$ cat src/data_pin_pkg.sv
package data_pin_pkg;

    // Register byte offsets
    localparam logic [7:0] SYSTEM_CONTROL_OFFSET = 8'h00;
    localparam logic [7:0] STRAP_STATUS_OFFSET = 8'h04;
    localparam logic [7:0] PIN_INPUT_OFFSET = 8'h08;

    // System control register layout
    localparam int MODE_LSB = 0;
    localparam int MODE_W = 3;
    localparam logic [2:0] MODE_RESET = 3'h7;

    // Data pin modes
    localparam logic [2:0] MODE_MEM = 3'h0;
    localparam logic [2:0] MODE_FLAGS = 3'h3;
    localparam logic [2:0] MODE_ACQ = 3'h5;
    localparam logic [2:0] MODE_OFF = 3'h7;

    // Boot select codes
    localparam logic [2:0] BOOT_CODE_SPI_SLAVE = 3'h0;
    localparam logic [2:0] BOOT_CODE_SPI_MASTER = 3'h1;
    localparam logic [2:0] BOOT_CODE_FLASH8 = 3'h2;
    localparam logic [2:0] BOOT_CODE_LINK0 = 3'h4;

    // Core ratio codes and their ratios
    localparam logic [1:0] RATIO_CODE_6 = 2'h0;
    localparam logic [1:0] RATIO_CODE_32 = 2'h1;
    localparam logic [1:0] RATIO_CODE_16 = 2'h2;
    localparam logic [5:0] RATIO_6 = 6'h06;
    localparam logic [5:0] RATIO_16 = 6'h10;
    localparam logic [5:0] RATIO_32 = 6'h20;
    localparam logic [5:0] RATIO_NONE = 6'h00;

    // Strap status register layout
    localparam int ST_BOOT_LSB = 0;
    localparam int ST_RATIO_LSB = 3;
    localparam int ST_BOOT_RSVD = 8;
    localparam int ST_RATIO_RSVD = 9;
    localparam int ST_CAPTURED = 10;
    localparam int ST_RUNNING = 11;
    localparam int ST_RATIO_VAL_LSB = 16;

    // Timing counts in clock cycles
    localparam int LOCK_CYCLES = 4096;
    localparam int STRAP_SETTLE = 2;

    typedef enum logic [2:0] {
        BOOT_SPI_SLAVE,
        BOOT_SPI_MASTER,
        BOOT_FLASH8,
        BOOT_LINK0,
        BOOT_RESERVED
    } boot_mode_e;

    // Shared pins: 24 address and 8 data
    typedef struct packed {
        logic [23:0] addr;
        logic [7:0] data;
    } pin_bus_s;

endpackage

$ cat src/data_pin_and_strap_decode.sv
// The placing of the registers and the APB slave port were left to the implementer.
`timescale 1ns/100ps
module data_pin_and_strap_decode #(
    parameter int LOCK_CYCLES = data_pin_pkg::LOCK_CYCLES
) (
    // Clock and reset
    input wire logic clk,
    input wire logic reset,
    // APB slave
    input wire logic psel,
    input wire logic penable,
    input wire logic pwrite,
    input wire logic [7:0] paddr,
    input wire logic [31:0] pwdata,
    output logic [31:0] prdata,
    output logic pready,
    output logic pslverr,
    // Shared pins
    input wire data_pin_pkg::pin_bus_s pin_in,
    output data_pin_pkg::pin_bus_s pin_out,
    output data_pin_pkg::pin_bus_s pin_oe,
    // Straps
    input wire logic [2:0] boot_select_straps,
    input wire logic [1:0] core_ratio_straps,
    // Memory interface unit
    input wire logic [23:0] mem_addr,
    input wire logic [7:0] mem_data_out,
    input wire logic mem_data_oe,
    output logic [7:0] mem_data_in,
    // Flag and PWM units
    input wire logic [15:0] flag_pwm_out,
    input wire logic [15:0] flag_pwm_oe,
    output logic [15:0] flag_pwm_in,
    input wire logic [15:0] flag_out,
    input wire logic [15:0] flag_oe,
    output logic [15:0] flag_in,
    // Acquisition unit
    output logic [15:0] acq_data_in,
    // Start-up status
    output logic [2:0] data_pin_mode,
    output data_pin_pkg::boot_mode_e boot_mode,
    output logic [5:0] core_ratio,
    output logic straps_captured,
    output logic core_run
);

    localparam int LOCK_W = $clog2(LOCK_CYCLES + 1);

    logic [2:0] mode_reg;
    data_pin_pkg::pin_bus_s sync1_reg;
    data_pin_pkg::pin_bus_s sync2_reg;
    logic [2:0] boot_sync1_reg;
    logic [2:0] boot_sync2_reg;
    logic [1:0] ratio_sync1_reg;
    logic [1:0] ratio_sync2_reg;
    logic [2:0] boot_code_reg;
    logic [1:0] ratio_code_reg;
    logic [LOCK_W-1:0] lock_count_reg;
    logic setup_phase;
    logic access_done;
    logic addr_hit;
    logic [31:0] read_value;
    data_pin_pkg::boot_mode_e boot_next;
    logic [5:0] ratio_next;
    logic capture_now;

    // Modes not listed as usable leave every pin undriven
    function automatic logic mode_usable(input logic [2:0] m);
        mode_usable = (m == data_pin_pkg::MODE_MEM) || (m == data_pin_pkg::MODE_FLAGS)
            || (m == data_pin_pkg::MODE_ACQ);
    endfunction

    function automatic data_pin_pkg::boot_mode_e boot_decode(input logic [2:0] c);
        case (c)
            data_pin_pkg::BOOT_CODE_SPI_SLAVE: boot_decode = data_pin_pkg::BOOT_SPI_SLAVE;
            data_pin_pkg::BOOT_CODE_SPI_MASTER: boot_decode = data_pin_pkg::BOOT_SPI_MASTER;
            data_pin_pkg::BOOT_CODE_FLASH8: boot_decode = data_pin_pkg::BOOT_FLASH8;
            data_pin_pkg::BOOT_CODE_LINK0: boot_decode = data_pin_pkg::BOOT_LINK0;
            default: boot_decode = data_pin_pkg::BOOT_RESERVED;
        endcase
    endfunction

    function automatic logic [5:0] ratio_decode(input logic [1:0] c);
        case (c)
            data_pin_pkg::RATIO_CODE_6: ratio_decode = data_pin_pkg::RATIO_6;
            data_pin_pkg::RATIO_CODE_32: ratio_decode = data_pin_pkg::RATIO_32;
            data_pin_pkg::RATIO_CODE_16: ratio_decode = data_pin_pkg::RATIO_16;
            default: ratio_decode = data_pin_pkg::RATIO_NONE;
        endcase
    endfunction

    // Pin and strap synchronisers, two flops before any use
    always_ff @(posedge clk or posedge reset)
    begin
        if (reset)
        begin
            sync1_reg <= '0;
            sync2_reg <= '0;
            boot_sync1_reg <= 3'h0;
            boot_sync2_reg <= 3'h0;
            ratio_sync1_reg <= 2'h0;
            ratio_sync2_reg <= 2'h0;
        end
        else
        begin
            sync1_reg <= pin_in;
            sync2_reg <= sync1_reg;
            boot_sync1_reg <= boot_select_straps;
            boot_sync2_reg <= boot_sync1_reg;
            ratio_sync1_reg <= core_ratio_straps;
            ratio_sync2_reg <= ratio_sync1_reg;
        end
    end

    // Start-up counter; capture waits until the synchronisers hold post-reset levels
    assign capture_now = (lock_count_reg == LOCK_W'(data_pin_pkg::STRAP_SETTLE)) && !straps_captured;
    assign boot_next = boot_decode(boot_sync2_reg);
    assign ratio_next = ratio_decode(ratio_sync2_reg);

    always_ff @(posedge clk or posedge reset)
    begin
        if (reset)
        begin
            lock_count_reg <= '0;
            core_run <= 1'b0;
        end
        else if (lock_count_reg != LOCK_W'(LOCK_CYCLES))
        begin
            lock_count_reg <= lock_count_reg + LOCK_W'(1);
            core_run <= (lock_count_reg == LOCK_W'(LOCK_CYCLES - 1));
        end
    end

    // Straps are taken once; later pin changes are ignored
    always_ff @(posedge clk or posedge reset)
    begin
        if (reset)
        begin
            straps_captured <= 1'b0;
            boot_code_reg <= 3'h0;
            ratio_code_reg <= 2'h0;
            boot_mode <= data_pin_pkg::BOOT_SPI_SLAVE;
            core_ratio <= data_pin_pkg::RATIO_NONE;
        end
        else if (capture_now)
        begin
            straps_captured <= 1'b1;
            boot_code_reg <= boot_sync2_reg;
            ratio_code_reg <= ratio_sync2_reg;
            boot_mode <= boot_next;
            core_ratio <= ratio_next;
        end
    end

    // APB: setup cycle registers the answer, access phase completes in one cycle
    assign setup_phase = psel && !penable && !pready;
    assign access_done = psel && penable && pready;
    assign addr_hit = (paddr == data_pin_pkg::SYSTEM_CONTROL_OFFSET) || (paddr == data_pin_pkg::STRAP_STATUS_OFFSET)
        || (paddr == data_pin_pkg::PIN_INPUT_OFFSET);

    always_comb
    begin
        read_value = 32'h0000_0000;
        case (paddr)
            data_pin_pkg::SYSTEM_CONTROL_OFFSET:
                read_value[data_pin_pkg::MODE_LSB +: data_pin_pkg::MODE_W] = mode_reg;
            data_pin_pkg::STRAP_STATUS_OFFSET:
            begin
                read_value[data_pin_pkg::ST_BOOT_LSB +: 3] = boot_code_reg;
                read_value[data_pin_pkg::ST_RATIO_LSB +: 2] = ratio_code_reg;
                read_value[data_pin_pkg::ST_BOOT_RSVD] = straps_captured
                    && (boot_mode == data_pin_pkg::BOOT_RESERVED);
                read_value[data_pin_pkg::ST_RATIO_RSVD] = straps_captured
                    && (core_ratio == data_pin_pkg::RATIO_NONE);
                read_value[data_pin_pkg::ST_CAPTURED] = straps_captured;
                read_value[data_pin_pkg::ST_RUNNING] = core_run;
                read_value[data_pin_pkg::ST_RATIO_VAL_LSB +: 6] = core_ratio;
            end
            data_pin_pkg::PIN_INPUT_OFFSET: read_value = {sync2_reg.data, sync2_reg.addr};
            default: read_value = 32'h0000_0000;
        endcase
    end

    always_ff @(posedge clk or posedge reset)
    begin
        if (reset)
        begin
            pready <= 1'b0;
            pslverr <= 1'b0;
            prdata <= 32'h0000_0000;
        end
        else
        begin
            pready <= setup_phase;
            pslverr <= setup_phase && !addr_hit;
            prdata <= (setup_phase && !pwrite) ? read_value : 32'h0000_0000;
        end
    end

    // Mode field; a flash boot selects the memory bus so the loader can fetch
    always_ff @(posedge clk or posedge reset)
    begin
        if (reset)
            mode_reg <= data_pin_pkg::MODE_RESET;
        else if (capture_now && boot_next == data_pin_pkg::BOOT_FLASH8)
            mode_reg <= data_pin_pkg::MODE_MEM;
        else if (access_done && pwrite && paddr == data_pin_pkg::SYSTEM_CONTROL_OFFSET)
            mode_reg <= pwdata[data_pin_pkg::MODE_LSB +: data_pin_pkg::MODE_W];
    end

    assign data_pin_mode = mode_reg;

    // Pin drive, registered so pins never glitch during a mode change
    always_ff @(posedge clk or posedge reset)
    begin
        if (reset)
        begin
            pin_out <= '0;
            pin_oe <= '0;
        end
        else
        begin
            pin_out <= '0;
            pin_oe <= '0;
            case (mode_reg)
                data_pin_pkg::MODE_MEM:
                begin
                    pin_out.addr <= mem_addr;
                    pin_oe.addr <= 24'hFF_FFFF;
                    pin_out.data <= mem_data_out;
                    pin_oe.data <= {8{mem_data_oe}};
                end
                data_pin_pkg::MODE_FLAGS:
                begin
                    pin_out.addr[23:8] <= flag_pwm_out;
                    pin_oe.addr[23:8] <= flag_pwm_oe;
                    pin_out.addr[7:0] <= flag_out[7:0];
                    pin_oe.addr[7:0] <= flag_oe[7:0];
                    pin_out.data <= flag_out[15:8];
                    pin_oe.data <= flag_oe[15:8];
                end
                data_pin_pkg::MODE_ACQ:
                begin
                    pin_out.addr[7:0] <= flag_out[7:0];
                    pin_oe.addr[7:0] <= flag_oe[7:0]; // Upper pins stay input
                end
                default:
                begin
                    pin_out <= '0;
                    pin_oe <= '0;
                end
            endcase
        end
    end

    // Inputs returned to the units; a unit not selected sees zeros
    always_ff @(posedge clk or posedge reset)
    begin
        if (reset)
        begin
            mem_data_in <= 8'h00;
            flag_pwm_in <= 16'h0000;
            flag_in <= 16'h0000;
            acq_data_in <= 16'h0000;
        end
        else
        begin
            mem_data_in <= (mode_reg == data_pin_pkg::MODE_MEM) ? sync2_reg.data : 8'h00;
            flag_pwm_in <= (mode_reg == data_pin_pkg::MODE_FLAGS) ? sync2_reg.addr[23:8] : 16'h0000;
            if (mode_reg == data_pin_pkg::MODE_FLAGS)
                flag_in <= {sync2_reg.data, sync2_reg.addr[7:0]};
            else if (mode_reg == data_pin_pkg::MODE_ACQ)
                flag_in <= {8'h00, sync2_reg.addr[7:0]};
            else
                flag_in <= 16'h0000;
            acq_data_in <= (mode_reg == data_pin_pkg::MODE_ACQ) ? sync2_reg.addr[23:8] : 16'h0000;
        end
    end
endmodule

$ cat config.mk
export PLATFORM = sky130hd
export DESIGN_NAME = data_pin_and_strap_decode
export DESIGN_NICKNAME = d
export VERILOG_FILES = /design/src/data_pin_pkg.sv /design/src/data_pin_and_strap_decode.sv
export SDC_FILE = /design/constraint.sdc
export NUM_CORES = 1
export LEC_CHECK = 0
export BUFFER_PORTS_ARGS = -buffer_cell sky130_fd_sc_hd__buf_2
export CORE_ASPECT_RATIO = 1.4
export CORE_UTILIZATION = 45
export DETAILED_ROUTE_END_ITERATION = 8
export PLACE_DENSITY = 0.79
export SYNTH_ARGS = -nofsm -noshare
export SYNTH_HDL_FRONTEND = slang
export SYNTH_SLANG_ARGS = --single-unit
$ cat constraint.sdc
create_clock -name clk -period 20.4 [get_ports clk]
set_input_delay 4.08 -clock clk [delete_from_list [all_inputs] [get_ports clk]]
set_output_delay 4.08 -clock clk [all_outputs]
set_load 0.1 [all_outputs]
== Word level (Yosys, flattened, before mapping) ==
Cells that the tools add are included.

* Flip-flop bits (word level): 260
* Input bits: 179
* Output and inout port bits: 168
* Word-level logic and storage cells: 91

* $add $sub $neg: 1
* Eq/ne operators: 14
* Multiplexer cells: 23
* Reduce and logical (&&, ||, !) cells: 26

{| class="wikitable"
|+ Operators by type and width
! kind !! number
|-
| $pmux W16 S2 || 2
|-
| $pmux W8 S2 || 4
|-
| $mux W16 || 3
|-
| $mux W32 || 1
|-
| $pmux W6 S3 || 1
|-
| $mux W8 || 2
|-
| $add A13 B1 Y13 const B || 1
|-
| $eq A13 B12 Y1 const B || 1
|-
| $eq A13 B2 Y1 const B || 1
|-
| $ne A13 B13 Y1 const B || 1
|-
| $logic_and A1 B1 Y1 || 12
|-
| $pmux W3 S4 || 1
|-
| $pmux W6 S2 || 1
|-
| $mux W10 || 1
|-
| $eq A3 B2 Y1 const B || 3
|-
| $eq A3 B3 Y1 const B || 3
|-
| $mux W3 || 3
|-
| $pmux W3 S3 || 1
|-
| $eq A8 B3 Y1 const B || 1
|-
| $eq A8 B4 Y1 const B || 1
|-
| $logic_not A8 Y1 || 1
|-
| $pmux W4 S2 || 1
|-
| $logic_not A3 Y1 || 2
|-
| $logic_not A6 Y1 || 1
|-
| 10 further kinds || 15
|}

== Logic depth before layout (Yosys ltp) ==
* Word-level depth: 6
* Depth in mapped cells: 7
* Depth with buffers taken out: 6

== Least setup slack after synthesis ==
Ideal clock, no wire load.

* Path type: input to register
* Start: input port penable
* End: register prdata[19]
* Setup time: 0.066 ns
* Arrival: 5.503 ns
* Required time: 20.334 ns
* Path slack: 14.832 ns
* Stages: 6
* Path through: or4b_1 > buf_2 > nand3b_4 > nor3b_4 > buf_6 > and2_1

* Longest elaborated chain between the ends: 5

{| class="wikitable"
|+ RTL lines
! what !! RTL line !! text
|-
| from (decl) || data_pin_and_strap_decode.sv:11 || <nowiki>input wire logic penable,</nowiki>
|-
| $logic_not A1 Y1 || data_pin_and_strap_decode.sv:156 || <nowiki>assign setup_phase = psel && !penable && !pready;</nowiki>
|-
| $logic_and A1 B1 Y1 (2 in series) || data_pin_and_strap_decode.sv:156 ||
|-
| $logic_and A1 B1 Y1 || data_pin_and_strap_decode.sv:196 || <nowiki>prdata <= (setup_phase && !pwrite) ? read_value : 32'h0000_0000;</nowiki>
|-
| $mux W32 || data_pin_and_strap_decode.sv:196 ||
|-
| to (signal assigned) || data_pin_and_strap_decode.sv:196 ||
|-
| to (decl) || data_pin_and_strap_decode.sv:15 || <nowiki>output logic [31:0] prdata,</nowiki>
|}

Every way passes these cells.
A chain may end at the register's enable or synchronous reset.

== Worst setup path after layout ==
* Start: input port penable
* End: register prdata[12]

The elaborated chain is that of the path after synthesis.

==> results.cfg <==
[timing]
max-slew-margin-rel_pct = 30.0
fin_crit_ns = 5.68
hold_viol = 0
finalSetupViolations = 0
fin_crit_sh_pct = 27.9
worstMarginPinSlew_ns = 1.05
clock_skew_ns = 0.00743
report.final.slew_viol_count = 0
rsz0062_at_grt = no
max_freq_mhz = 176
finalSetupTns_ns = 0
setup_slack_ns = 14.72

[drt]
vias = 5500
first_pass_iters = 4
antenna_left = 0
wirelength_microns = 19200
drcViolationCount = 0
drtIter0Drc = 227
via_per_inst = 4.80
wl_per_cell_microns = 16.7

[die]
core_sq_um = 18500
rows = 59
ios = 347
dieArea_sq_um = 19400
die_w_microns = 118
die_y_microns = 164
initial_core_util_pct = 45.7

[place]
dp_slack_ns = 14.11
gp_congestion = 0.800
portBuffers = 315
dp_cells = 1101
place_hpwl_microns = 13500

[final_layout]
drive_gt1_share_pct = 41.0
final_util_pct = 59.4
area_growth_pct = 30.1
fin_cells = 1146
finalNetCount = 1064

[clocking]
cts.path.max_buffers = 3
cts_resized = 0
postCtsSetupBuffers = 0
numCtsBuffers = 23
clk_latency_ns = 0.51
clk_pin_slew_worst_paths_ns = 0.06
htree_num_levels = 1
cts_tree = yes
cts_root_buffer = clkbuf_16
cts_sinks = 257
cts_hold_buf = 0

[grt]
grt_max_degree = 110
grt.total_usage_pct = 19.7
antenna_found_initial = 4
grt_pass1_vias = 5437
grt-ovfl-total = 0
grt_pass1_wl_microns = 29000

[setup_path]
endpoint_kind = register
criticalPathCategory = input pin to register
crit_path_start_kind = input pin
crit_fanout = 19
r2r_slack_ns = 17.88
required_ns = 20.85
worstPathArrival_ns = 6.13

[synth]
ys_ff_latch = 257
ys.warnings.count = 0
avgSynthCellArea_sq_um = 14.9
synth.distinct_cells = 42
synth-edff-count = 0
ys_seq_area_share_pct = 76.0
synth_ff_type = dfrtp_1
synth_area_sq_um = 8470
synthCells = 567
synthArstFlopShare_pct = 100

[power]
ir_drop_v = 0.0000614
powerDensity_nw_per_um2 = 94.1
leakage_uw = 0.00569

[run_status]
status = finished clean

[run]
maxCapViolations = 0

[worst_hold_path]
worstHoldPathType = register to register
-- where the power goes --
group / leakage, uW / switching [uW] / internal [uW]
combinational: 0.00220 / 72.5 / 21.0
clock: 0.000352 / 179 / 234
sequential: 0.00313 / 6.29 / 524
-- final timing paths --
| path | startpoint | end | depth (start not counted) |
|---|---|---|---|
| min | sync1_reg[18]$_DFF_PP0_ | sync2_reg[18]$_DFF_PP0_ | 0 |
| min reg2reg | sync1_reg[18]$_DFF_PP0_ | sync2_reg[18]$_DFF_PP0_ | 0 |
| max in group asynchronous | reset | sync2_reg[26]$_DFF_PP0_ | 3 |
| max reg2reg | data_pin_mode[2]$_DFFE_PP1P_ | pin_oe[11]$_DFF_PP0_ | 3 |
| max | penable | prdata[12]$_DFF_PP0_ | 5 |
| min in group asynchronous | reset | sync1_reg[30]$_DFF_PP0_ | 2 |
-- layout by cell type (no fill, tap or decap), types with 3 or more instances in the layout --
cell type,synthesis,final
xnor2_1,6,6
buf_2,1,315
nand4_1,6,6
inv_1,4,3
ha_1,3,3
a22o_1,32,32
diode_2,0,4
clkinv_2,0,4
clkbuf_1,25,6
a21o_1,32,32
dfstp_2,3,3
nand2b_1,3,3
nand3_1,8,8
buf_4,3,4
a22oi_1,6,6
clkinvlp_4,0,3
clkbuf_8,0,3
mux2_2,5,5
nor2_1,26,25
and2_1,78,78
a21oi_1,7,7
clkbuf_16,0,23
dfrtp_1,254,254
nor3_1,5,4
nand2_1,17,17
o21ai_1,3,3
xor2_1,7,7
mux2i_1,7,7
o31ai_1,4,4
-- layer usage --
| metal | share of wire [%] | GRT usage, % |
|---|---|---|
| met1 | 37 | 22.8 |
| met5 | 0 | 0 |
| met2 | 54 | 35.7 |
| met4 | 2.3 | 6.88 |
| met3 | 6.8 | 4.58 |
-- worst max-delay path, stage by stage --
cell      delay (ns)
buf_2           0.11
or4b_1          0.69
nand3b_4        0.27
nor3b_4         0.73
and2_1          0.24
-- cells by family after synthesis --
kind of cell / synth area share [%]
compound gates: 7.80
flops: 76.0
other cells: 0.0443
xor+xnor: 1.34
mux: 1.49
fa+ha+maj: 0.443
buf+inv: 1.74
simple gates: 11.1
-- cell type report --
class | instances | area [sq um]
inverters | 4 | 22.5
flip-flops and latches | 257 | 6430
multi-input cells | 277 | 1900
clock inverters | 9 | 92.6
repair buffers | 319 | 1610
diodes | 4 | 10.0
well taps | 244 | 305
fillers | 1470 | 7520
clock buffers | 32 | 639
-- stage by stage --
stage / power [uW] / hold slack [ns] / cell area (sq um)
global route: 1080 / 0.355 / 11000
finish: 1040 / 0.347 / 11000
global placement: 632 / 0.332 / 10300
CTS: 1050 / 0.349 / 11000
floorplan: 606 / 0.331 / 8470
detailed placement: 634 / 0.335 / 10300
-- Yosys cell counts, types with 6 or more instances --
cell	instances	area share (%)
a21o_1	32	2.8
a21oi_1	7	0.41
a22o_1	32	3.3
a22oi_1	6	0.53
and2_1	78	5.8
clkbuf_1	25	1.1
dfrtp_1	254	75
mux2i_1	7	0.83
nand2_1	17	0.75
nand3_1	8	0.47
nand4_1	6	0.44
nor2_1	26	1.2
xnor2_1	6	0.62
xor2_1	7	0.72
(Power assumes the default switching activity.)
